<file path="config.mk">
export PLATFORM = sky130hd
export DESIGN_NAME = lpw_dev_flat
export DESIGN_NICKNAME = d
export VERILOG_FILES = /design/src/common/lpw_pkg.sv /design/src/common/lpw_link_if.sv /design/src/logic/lpw_dev.sv /design/src/flat_wrapper.sv
export SDC_FILE = /design/constraint.sdc
export NUM_CORES = 1
export LEC_CHECK = 0
export BUFFER_PORTS_ARGS = -buffer_cell sky130_fd_sc_hd__buf_2
export CORE_UTILIZATION = 51
export DETAILED_ROUTE_END_ITERATION = 8
export PLACE_DENSITY_LB_ADDON = 0.05
export REMOVE_ABC_BUFFERS = 1
export SYNTH_ARGS = -nofsm -noshare
export SYNTH_HDL_FRONTEND = slang
export SYNTH_SLANG_ARGS = --single-unit
</file>
<file path="constraint.sdc">
create_clock -name hclk -period 4.55 [get_ports hclk]
set_clock_uncertainty 0.15 [all_clocks]
set_input_delay 0.91 -clock hclk [delete_from_list [all_inputs] [get_ports hclk]]
set_output_delay 0.91 -clock hclk [all_outputs]
set_load 0.005 [all_outputs]
</file>
<file path="src/common/lpw_pkg.sv">
// constants and types shared by the low power wake and warm-up controller ends
package lpw_pkg;
  // standby field codes
  localparam logic [2:0] STBY_STOP = 3'h1;
  localparam logic [2:0] STBY_SLEEP = 3'h2;
  localparam logic [2:0] STBY_IDLE = 3'h3;
  // wake cause codes
  localparam logic [1:0] CAUSE_NONE = 2'h0;
  localparam logic [1:0] CAUSE_IRQ = 2'h1;
  localparam logic [1:0] CAUSE_NMI = 2'h2;
  // warm-up timing: ticks = base << field
  localparam int WARM_W = 12;
  localparam logic [11:0] WARM_BASE_TICKS = 12'h010;
  localparam int PLL_LOCK_US = 200;
  localparam int CLK_MHZ = 40;
  localparam int PLL_LOCK_CYC = PLL_LOCK_US * CLK_MHZ;
  // oscillator tick dividers, in hclk cycles
  localparam logic [3:0] HS_TICK_DIV = 4'h2;
  localparam logic [3:0] LS_TICK_DIV = 4'h8;
  // register offsets
  localparam logic [3:0] OFS_CTRL = 4'h0;
  localparam logic [3:0] OFS_CMD = 4'h4;
  localparam logic [3:0] OFS_WAKE = 4'h8;
  localparam logic [3:0] OFS_STAT = 4'hc;
  // control register fields and reset value
  localparam int CTRL_STBY_LSB = 0;
  localparam int CTRL_WSEL_BIT = 3;
  localparam int CTRL_WTIME_LSB = 4;
  localparam int CTRL_SLOW_BIT = 7;
  localparam int CTRL_LSEN_BIT = 8;
  localparam int CTRL_HSEN_BIT = 9;
  localparam logic [9:0] CTRL_RESET = 10'h300;
  // command register bits
  localparam int CMD_WFI_BIT = 0;
  localparam int CMD_SWW_BIT = 1;
  // wake enable register fields and reset value
  localparam int WAKE_CPU_LSB = 0;
  localparam int WAKE_CG_LSB = 8;
  localparam int WAKE_CPU_RTC_BIT = 16;
  localparam int WAKE_CG_RTC_BIT = 17;
  localparam int WAKE_PERIPH_BIT = 18;
  localparam int WAKE_TICK_BIT = 19;
  localparam logic [19:0] WAKE_RESET = 20'h00000;
  // status register fields
  localparam int STAT_MODE_LSB = 0;
  localparam int STAT_BUSY_BIT = 8;
  localparam int STAT_CAUSE_LSB = 9;
  localparam int STAT_RESUME_BIT = 11;

  typedef enum logic [5:0] {
    ST_NORMAL = 6'h01,
    ST_SLOW = 6'h02,
    ST_IDLE = 6'h04,
    ST_SLEEP = 6'h08,
    ST_STOP = 6'h10,
    ST_WARM = 6'h20
  } lpw_state_e;

  // warm-up length in oscillator ticks for a three-bit field
  function automatic logic [11:0] lpw_warm_ticks(input logic [2:0] field);
    lpw_warm_ticks = WARM_BASE_TICKS << field;
  endfunction
endpackage

</file>
<file path="src/common/lpw_link_if.sv">
// link between the wake controller and its core and source side
`timescale 1ns/1ps
interface lpw_link_if;
  logic [2:0] standby_mode;
  logic warmup_osc_select;
  logic [2:0] warmup_time_field;
  logic wait_for_interrupt_instr;
  logic sw_warmup_start;
  logic run_slow;
  logic ls_osc_enable;
  logic hs_osc_enable;
  logic hs_tick;
  logic ls_tick;
  logic [7:0] external_irq_pins;
  logic [7:0] cg_irq_enable;
  logic rtc_irq;
  logic cg_rtc_enable;
  logic periph_irq;
  logic system_tick_interrupt;
  logic watchdog_nmi_request;
  logic nmi_pin;
  logic [5:0] mode_state;
  logic warmup_busy;
  logic [1:0] wake_cause;
  logic irq_start;

  modport dev (
    input standby_mode, warmup_osc_select, warmup_time_field, wait_for_interrupt_instr,
    input sw_warmup_start, run_slow, ls_osc_enable, hs_osc_enable, hs_tick, ls_tick,
    input external_irq_pins, cg_irq_enable, rtc_irq, cg_rtc_enable, periph_irq,
    input system_tick_interrupt, watchdog_nmi_request, nmi_pin,
    output mode_state, warmup_busy, wake_cause, irq_start
  );
  modport ctl (
    output standby_mode, warmup_osc_select, warmup_time_field, wait_for_interrupt_instr,
    output sw_warmup_start, run_slow, ls_osc_enable, hs_osc_enable, hs_tick, ls_tick,
    output external_irq_pins, cg_irq_enable, rtc_irq, cg_rtc_enable, periph_irq,
    output system_tick_interrupt, watchdog_nmi_request, nmi_pin,
    input mode_state, warmup_busy, wake_cause, irq_start
  );
endinterface

</file>
<file path="src/logic/lpw_dev.sv">
// low power mode release and oscillator warm-up controller, device end
//
// Overview of operation
// - leave low power on irq, nmi, reset
// - interrupt wake resumes clocks, then handling starts
// - watchdog nmi wakes only from idle
// - nmi pin wakes every low power mode
// - system tick wakes only from idle
// - software enables cpu and cg detection
// - software masks all non-release interrupts
// - level sources hold until handling starts
// - reset pin forces normal, clears everything
// - reset gives no warm-up; hold reset long
// - stop or sleep to normal auto warm-up
// - software sets oscillator and time beforehand
// - pll off in stop and sleep
// - normal to slow needs software warm-up
// - slow to normal needs software warm-up
// - stop to slow uses pre-stop warm-up time
// - slow sleep slow resumes without warm-up
// - standby codes stop 001, sleep 010, idle 011
// - return to previous normal or slow mode
// - idle stops cpu only; stop halts oscillators
`timescale 1ns/1ps
module lpw_dev
  import lpw_pkg::*;
(
  input wire logic hclk,
  input wire logic hresetn,
  lpw_link_if.dev link,
  output logic cpu_clk_en,
  output logic sysclk_en,
  output logic pll_en,
  output logic hs_osc_run,
  output logic ls_osc_run
);

  // ----------------------------------------------------------------
  // state
  // ----------------------------------------------------------------
  lpw_state_e state;
  lpw_state_e next_state;
  logic ret_slow;
  logic next_ret_slow;
  logic [WARM_W-1:0] cnt;
  logic [WARM_W-1:0] next_cnt;
  logic [WARM_W-1:0] target;
  logic [WARM_W-1:0] next_target;
  logic sel;
  logic next_sel;
  logic sww;
  logic next_sww;
  logic [1:0] cause;
  logic [1:0] next_cause;
  logic irq_start;
  logic next_irq_start;
  logic next_cpu_clk_en;
  logic next_sysclk_en;
  logic next_pll_en;
  logic next_hs_run;
  logic next_ls_run;

  logic tick;
  logic irq_idle;
  logic irq_sleep;
  logic irq_stop;
  logic nmi_idle;
  logic nmi_deep;

  // ----------------------------------------------------------------
  // wake source qualification
  // ----------------------------------------------------------------
  // the counter advances only on the oscillator picked for warm-up
  assign tick = sel ? link.ls_tick : link.hs_tick;
  // idle takes every enabled source, including the system tick
  assign irq_idle = (|link.external_irq_pins) | link.rtc_irq | link.periph_irq
                    | link.system_tick_interrupt;
  // sleep and stop also need the clock generator's own detect enable
  assign irq_sleep = (|(link.external_irq_pins & link.cg_irq_enable))
                     | (link.rtc_irq & link.cg_rtc_enable);
  assign irq_stop = |(link.external_irq_pins & link.cg_irq_enable);
  // watchdog nmi only counts while idle; the pin counts always
  assign nmi_idle = link.nmi_pin | link.watchdog_nmi_request;
  assign nmi_deep = link.nmi_pin;

  // ----------------------------------------------------------------
  // next state
  // ----------------------------------------------------------------
  always_comb
  begin
    next_state = state;
    next_ret_slow = ret_slow;
    next_cnt = cnt;
    next_target = target;
    next_sel = sel;
    next_sww = sww;
    next_cause = cause;
    next_irq_start = 1'b0;
    case (state)
      ST_NORMAL, ST_SLOW:
      begin
        next_state = link.run_slow ? ST_SLOW : ST_NORMAL;
        // software warm-up before a clock switch; status only
        if (sww)
        begin
          if (cnt >= target)
          begin
            next_sww = 1'b0;
          end
          else if (tick)
          begin
            next_cnt = cnt + 12'h001;
          end
        end
        else if (link.sw_warmup_start)
        begin
          next_sww = 1'b1;
          next_cnt = '0;
          next_target = lpw_warm_ticks(link.warmup_time_field);
          next_sel = link.warmup_osc_select;
        end
        // entry: settings are frozen now so a later write cannot alter the wake
        if (link.wait_for_interrupt_instr)
        begin
          case (link.standby_mode)
            STBY_IDLE: next_state = ST_IDLE;
            STBY_SLEEP: next_state = ST_SLEEP;
            STBY_STOP: next_state = ST_STOP;
            default: next_state = state;
          endcase
          if (link.standby_mode == STBY_IDLE || link.standby_mode == STBY_SLEEP
              || link.standby_mode == STBY_STOP)
          begin
            next_ret_slow = (state == ST_SLOW);
            next_cnt = '0;
            next_target = lpw_warm_ticks(link.warmup_time_field);
            next_sel = link.warmup_osc_select;
            next_sww = 1'b0;
            next_cause = CAUSE_NONE;
          end
        end
      end
      ST_IDLE:
      begin
        // oscillators still run, so resume at once
        if (irq_idle || nmi_idle)
        begin
          next_state = ret_slow ? ST_SLOW : ST_NORMAL;
          next_irq_start = 1'b1;
          next_cause = nmi_idle ? CAUSE_NMI : CAUSE_IRQ;
        end
      end
      ST_SLEEP:
      begin
        if (irq_sleep || nmi_deep)
        begin
          next_cause = nmi_deep ? CAUSE_NMI : CAUSE_IRQ;
          if (ret_slow)
          begin
            // low-speed oscillator kept running through sleep
            next_state = ST_SLOW;
            next_irq_start = 1'b1;
          end
          else
          begin
            next_state = ST_WARM;
          end
        end
      end
      ST_STOP:
      begin
        if (irq_stop || nmi_deep)
        begin
          next_cause = nmi_deep ? CAUSE_NMI : CAUSE_IRQ;
          next_state = ST_WARM;
        end
      end
      ST_WARM:
      begin
        // wake inputs are not looked at here, so nothing restarts the count
        if (cnt >= target)
        begin
          next_state = ret_slow ? ST_SLOW : ST_NORMAL;
          next_irq_start = 1'b1;
        end
        else if (tick)
        begin
          next_cnt = cnt + 12'h001;
        end
      end
      default:
      begin
        next_state = ST_NORMAL;
      end
    endcase
  end

  // ----------------------------------------------------------------
  // clock and oscillator controls, derived from the next state
  // ----------------------------------------------------------------
  always_comb
  begin
    next_cpu_clk_en = (next_state == ST_NORMAL) || (next_state == ST_SLOW);
    // system clock stays gated through sleep, stop and warm-up
    next_sysclk_en = (next_state == ST_NORMAL) || (next_state == ST_SLOW)
                     || (next_state == ST_IDLE);
    // pll restarts during a warm-up toward normal so it locks in time
    next_pll_en = (next_state == ST_NORMAL) || (next_state == ST_IDLE)
                  || (next_state == ST_WARM && !next_ret_slow);
    next_hs_run = (next_state == ST_NORMAL) || (next_state == ST_IDLE)
                  || (next_state == ST_SLOW && link.hs_osc_enable)
                  || (next_state == ST_WARM && !next_ret_slow);
    next_ls_run = (next_state == ST_SLOW) || (next_state == ST_SLEEP)
                  || (next_state == ST_WARM && next_ret_slow)
                  || ((next_state == ST_NORMAL || next_state == ST_IDLE) && link.ls_osc_enable);
  end

  // ----------------------------------------------------------------
  // registers; reset pin lands in normal with no warm-up
  // ----------------------------------------------------------------
  always_ff @(posedge hclk or negedge hresetn)
  begin
    if (!hresetn)
    begin
      state <= ST_NORMAL;
      ret_slow <= 1'b0;
      cnt <= '0;
      target <= WARM_BASE_TICKS;
      sel <= 1'b0;
      sww <= 1'b0;
      cause <= CAUSE_NONE;
      irq_start <= 1'b0;
      cpu_clk_en <= 1'b1;
      sysclk_en <= 1'b1;
      pll_en <= 1'b1;
      hs_osc_run <= 1'b1;
      ls_osc_run <= 1'b1;
    end
    else
    begin
      state <= next_state;
      ret_slow <= next_ret_slow;
      cnt <= next_cnt;
      target <= next_target;
      sel <= next_sel;
      sww <= next_sww;
      cause <= next_cause;
      irq_start <= next_irq_start;
      cpu_clk_en <= next_cpu_clk_en;
      sysclk_en <= next_sysclk_en;
      pll_en <= next_pll_en;
      hs_osc_run <= next_hs_run;
      ls_osc_run <= next_ls_run;
    end
  end

  // status back to the core side
  assign link.mode_state = state;
  assign link.warmup_busy = sww || (state == ST_WARM);
  assign link.wake_cause = cause;
  assign link.irq_start = irq_start;

endmodule // lpw_dev

</file>
<file path="src/flat_wrapper.sv">
// flat-port wrapper written by rule: the top's interface ports become plain ports
module lpw_dev_flat import lpw_pkg::*;
  (hclk, hresetn, cpu_clk_en, sysclk_en, pll_en, hs_osc_run, ls_osc_run, link_standby_mode, link_warmup_osc_select, link_warmup_time_field, link_wait_for_interrupt_instr, link_sw_warmup_start, link_run_slow, link_ls_osc_enable, link_hs_osc_enable, link_hs_tick, link_ls_tick, link_external_irq_pins, link_cg_irq_enable, link_rtc_irq, link_cg_rtc_enable, link_periph_irq, link_system_tick_interrupt, link_watchdog_nmi_request, link_nmi_pin, link_mode_state, link_warmup_busy, link_wake_cause, link_irq_start);
  lpw_link_if link_i ();
  input wire logic hclk;
  input wire logic hresetn;
  output logic cpu_clk_en;
  output logic sysclk_en;
  output logic pll_en;
  output logic hs_osc_run;
  output logic ls_osc_run;
  input wire logic [$bits(link_i.standby_mode)-1:0] link_standby_mode;
  input wire logic [$bits(link_i.warmup_osc_select)-1:0] link_warmup_osc_select;
  input wire logic [$bits(link_i.warmup_time_field)-1:0] link_warmup_time_field;
  input wire logic [$bits(link_i.wait_for_interrupt_instr)-1:0] link_wait_for_interrupt_instr;
  input wire logic [$bits(link_i.sw_warmup_start)-1:0] link_sw_warmup_start;
  input wire logic [$bits(link_i.run_slow)-1:0] link_run_slow;
  input wire logic [$bits(link_i.ls_osc_enable)-1:0] link_ls_osc_enable;
  input wire logic [$bits(link_i.hs_osc_enable)-1:0] link_hs_osc_enable;
  input wire logic [$bits(link_i.hs_tick)-1:0] link_hs_tick;
  input wire logic [$bits(link_i.ls_tick)-1:0] link_ls_tick;
  input wire logic [$bits(link_i.external_irq_pins)-1:0] link_external_irq_pins;
  input wire logic [$bits(link_i.cg_irq_enable)-1:0] link_cg_irq_enable;
  input wire logic [$bits(link_i.rtc_irq)-1:0] link_rtc_irq;
  input wire logic [$bits(link_i.cg_rtc_enable)-1:0] link_cg_rtc_enable;
  input wire logic [$bits(link_i.periph_irq)-1:0] link_periph_irq;
  input wire logic [$bits(link_i.system_tick_interrupt)-1:0] link_system_tick_interrupt;
  input wire logic [$bits(link_i.watchdog_nmi_request)-1:0] link_watchdog_nmi_request;
  input wire logic [$bits(link_i.nmi_pin)-1:0] link_nmi_pin;
  output wire logic [$bits(link_i.mode_state)-1:0] link_mode_state;
  output wire logic [$bits(link_i.warmup_busy)-1:0] link_warmup_busy;
  output wire logic [$bits(link_i.wake_cause)-1:0] link_wake_cause;
  output wire logic [$bits(link_i.irq_start)-1:0] link_irq_start;
  assign link_i.standby_mode = link_standby_mode;
  assign link_i.warmup_osc_select = link_warmup_osc_select;
  assign link_i.warmup_time_field = link_warmup_time_field;
  assign link_i.wait_for_interrupt_instr = link_wait_for_interrupt_instr;
  assign link_i.sw_warmup_start = link_sw_warmup_start;
  assign link_i.run_slow = link_run_slow;
  assign link_i.ls_osc_enable = link_ls_osc_enable;
  assign link_i.hs_osc_enable = link_hs_osc_enable;
  assign link_i.hs_tick = link_hs_tick;
  assign link_i.ls_tick = link_ls_tick;
  assign link_i.external_irq_pins = link_external_irq_pins;
  assign link_i.cg_irq_enable = link_cg_irq_enable;
  assign link_i.rtc_irq = link_rtc_irq;
  assign link_i.cg_rtc_enable = link_cg_rtc_enable;
  assign link_i.periph_irq = link_periph_irq;
  assign link_i.system_tick_interrupt = link_system_tick_interrupt;
  assign link_i.watchdog_nmi_request = link_watchdog_nmi_request;
  assign link_i.nmi_pin = link_nmi_pin;
  assign link_mode_state = link_i.mode_state;
  assign link_warmup_busy = link_i.warmup_busy;
  assign link_wake_cause = link_i.wake_cause;
  assign link_irq_start = link_i.irq_start;
  lpw_dev u_core (.hclk(hclk), .hresetn(hresetn), .link(link_i), .cpu_clk_en(cpu_clk_en), .sysclk_en(sysclk_en), .pll_en(pll_en), .hs_osc_run(hs_osc_run), .ls_osc_run(ls_osc_run));
endmodule
</file>
==> summary.txt <==
Status
  – Status: complete, no violations

Clock network
  – Worst-skew pair later-pin latency: 0.30 ns
  – CTS sink cnt: 41
  – Post-cts sizing count: 0
  – Clk buf depth: 2
  – Total CTS buffers: 5
  – CTS tree: built
  – Root buf cell: clkbuf_8
  – Hold buffer count at cts: 0
  – Postcts setup bufs: 0
  – H-tree levels: 2
  – Clk slew on worst S/H paths: 0.08 ns

Power and ir drop
  – Peak supply drop: 299.1 µV
  – Sw frac: 0.4237
  – Clock Power Share: 0.150
  – Flop pwr share: 0.359
  – Power density over cell area: 526.3 nW/µm²
  – Int Power: 0.8949 mW
  – Lkg Pwr: 1.392 nW
  – Net Sw Power: 0.6578 mW
  – Comb power frac: 0.491

Floorplanning
  – Starting Density: 0.5380
  – Core area: 4786 µm²
  – Die height: 73.06 µm
  – Num rows: 25
  – Width of the die: 73.06 µm
  – IO Pins: 53
  – Die ar.: 5337 µm²

Final layout
  – Area grow syn2layout: 14.58%
  – Design Area, Final: 2950 µm²
  – Antenna cells: 0
  – Finished Layout Cells: 401
  – Filler Cells Inserted: 429
  – Nets: 384
  – Layout cells sized above 1: 0.2515

Worst setup path
  – Endpoint type of the worst setup path: output port
  – Worst setup path startpoint: u_core.link.mode_state[2]$_DFF_PN0_
  – Worst EP arrival: 1.79 ns
  – Crit path max fanout: 10
  – Critical Path Start Type: flip-flop
  – CP Class: flip-flop to output port
  – CP required: 3.49 ns
  – Reg2Reg Launch Point: u_core.cnt[3]$_DFFE_PN0P_

Logic synthesis
  – Ys Warns: 0
  – Post-Syn Area per Cell: 9.067 µm²
  – FF+latch count, synth: 41
  – Post-Syn Area: 2575 µm²
  – Register area share after synthesis: 0.4018
  – Top area cells in the synthesized netlist: dfrtp_1, dfstp_2, ha_1, nand2_1, inv_1
  – Post-Synthesis Cells: 284
  – Ys flop type: dfrtp_1
  – Top cell type's share of synthesized area: 0.3304
  – Dominant cell type by area after synthesis: dfrtp_1
  – Synth unique cells: 57
  – Number of flops mapped to enable cells by yosys: 0
  – Asr flop ratio synth: 1.000

Global route
  – Global route overflow: 0
  – Vias in the first global route: 2229
  – Global Route Usage Sum: 0.2545
  – Largest net degree at the start of global routing: 42
  – Initial antenna violation count: 0
  – First-pass GRT wire length: 10.25 mm

Placed design
  – Number of buffers inserted by port buffering: 52
  – Final GP Congestion: 0.9317
  – Post-DP HPWL: 4.693 mm
  – Placed Area: 2864 µm²
  – Dpl cells: 393

STA
  – Final Hold Fails: 0
  – RSZ-0062 raised after global routing: false
  – Least-Margin Pin Slew: 0.9035 ns
  – FMAX: 351.1 MHz
  – Period minus WS final: 2.848 ns
  – Max-slew violation count: 0
  – Final setup viols: 0
  – Period utilisation layout: 0.6259
  – Relative slew slack: 0.3977
  – Post-route setup TNS: 0 ns

Detailed routing
  – Via density: 5.943
  – Via count: 2383
  – Detailed Route Iter0 Violations: 115
  – DRC: 0
  – Wl on met1: 2.685 mm
  – WL final: 6.278 mm
  – DR WL met3: 292 µm
  – Routed len/inst: 15.66 µm
  – Drt pass-1 iters: 4
  – Max Used Layer: met4
  – Antenna Nets Post-Route: 0
  – Met2 WL: 3.188 mm

Flow run
  – MaxCap Viol Count: 0

Min path
  – HP Class: flip-flop to flip-flop
  – Hold_sp: u_core.target[4]$_DFFE_PN1P_
[power groups by stage]
stage | registers (mW) | logic (mW) | clock network, mW
floorplan | 0.546 | 0.534 | 0
global placement | 0.559 | 0.749 | 0
detailed placement | 0.561 | 0.758 | 0
CTS | 0.554 | 0.761 | 0.240
global route | 0.567 | 0.853 | 0.254
finish | 0.557 | 0.762 | 0.233
[per-layer routing]
metal  track usage  up-vias
met5             0        -
met4        0.1024        0
met3       0.03729       10
met2        0.4558       77
met1        0.3051     1135
li1              -     1161
[cell usage in the layout, fill, tap and decap left out, types with 3 or more instances in the layout]
cell type	Yosys	routed
o41ai_1	4	4
o22ai_1	4	4
and2_1	6	6
nand4_1	4	4
or3_1	3	3
buf_2	5	52
inv_1	25	25
nor3_1	5	5
ha_1	13	13
a41oi_1	4	4
nor4_1	3	3
nand2_1	27	27
a31o_2	4	4
a32o_1	3	3
nand3_1	8	8
a22oi_1	3	3
o31ai_1	4	4
nand2b_1	4	4
nor2b_1	4	4
a21o_1	6	6
dfrtp_1	34	34
a21oi_1	17	17
o221ai_1	3	3
clkbuf_8	0	5
nor2_1	10	10
o21ai_0	18	18
a211o_1	3	3
dfstp_2	7	7
a31oi_1	13	13
and3_1	4	4
[final timing paths]
path | to | slack [ns] | cells past startpoint
hold reg to reg | u_core.target[4]$_DFFE_PN1P_ | 0.33 | 2
setup reg to reg | u_core.cnt[8]$_DFFE_PN0P_ | 1.95 | 7
hold / removal | u_core.target[4]$_DFFE_PN1P_ | 0.33 | 2
setup / recovery | link_warmup_busy | 1.70 | 4
max in group asynchronous | u_core.link.wake_cause[1]$_DFFE_PN0P_ | 3.09 | 1
min in group asynchronous | u_core.target[9]$_DFFE_PN0P_ | 0.58 | 1
[cells by family (layout without fill, tap and decap cells)]
logic type,count (synthesis),after routing,share of synthesized area
compound gates,104,104,0.2799
xor+xnor,2,2,0.006804
buf+inv,36,86,0.06073
fa+ha+maj,13,13,0.06317
mux,3,3,0.01312
flops,41,41,0.4018
simple gates,85,85,0.1744
[stage by stage]
step	worst slack [ns]	total power [mW]	util	hold WS, ns
6_report	1.702	1.553	0.6165	0.3329
5_1_grt	1.608	1.674	0.6165	0.3594
4_1_cts	1.721	1.555	0.6165	0.3354
3_5_place_dp	1.802	1.319	0.5984	0.3204
3_3_place_gp	1.867	1.309	0.5984	0.3131
2_1_floorplan	1.797	1.080	-	0.2932
[flip-flops by register name, indices dropped and copies added, names as in the netlist]
name                    cells
u_core.cnt                 12
u_core.target              12
u_core.link.mode_state      6
u_core.link.wake_cause      2
u_core.cpu_clk_en           1
u_core.hs_osc_run           1
u_core.link.irq_start       1
u_core.ls_osc_run           1
u_core.pll_en               1
u_core.ret_slow             1
u_core.sel                  1
u_core.sww                  1
u_core.sysclk_en            1
[synth_stat cells, types with 2 or more instances]
master,count
inv_1,25
o41ai_1,4
buf_6,2
nor2b_1,4
ha_1,13
nand3_1,8
o31ai_1,4
a21o_1,6
nor4_1,3
and3_1,4
a32o_1,3
dfstp_2,7
buf_2,5
o22ai_1,4
o21ai_0,18
nand4_1,4
and2_1,6
dfrtp_1,34
mux2_2,2
o2bb2ai_1,2
o21ai_1,2
o221ai_1,3
nand2_1,27
nor2_1,10
or3_1,3
o21ba_2,2
clkbuf_1,4
a41oi_1,4
a211o_1,3
a31oi_1,13
a21oi_1,17
nand2b_1,4
a31o_2,4
nor3_1,5
a22oi_1,3
[cell type report]
class / count / area, µm² / share of cell area
Tap cell: 67 / 83.83 / 0.02841
Clock buffer: 5 / 68.82 / 0.02332
Clock inverter: 3 / 17.52 / 0.005937
Sequential cell: 41 / 1035 / 0.3507
Multi-Input combinational cell: 207 / 1384 / 0.4690
Inverter: 25 / 93.84 / 0.03181
Timing Repair Buffer: 53 / 267.8 / 0.09075
[worst max-delay path, stage by stage (launching register included)]
cell     delay (ns)
dfrtp_1        0.51
nor2_1         0.29
and4_1         0.43
or2_2          0.16
buf_2          0.10
Note: power is estimated with default switching activity, not from simulation.
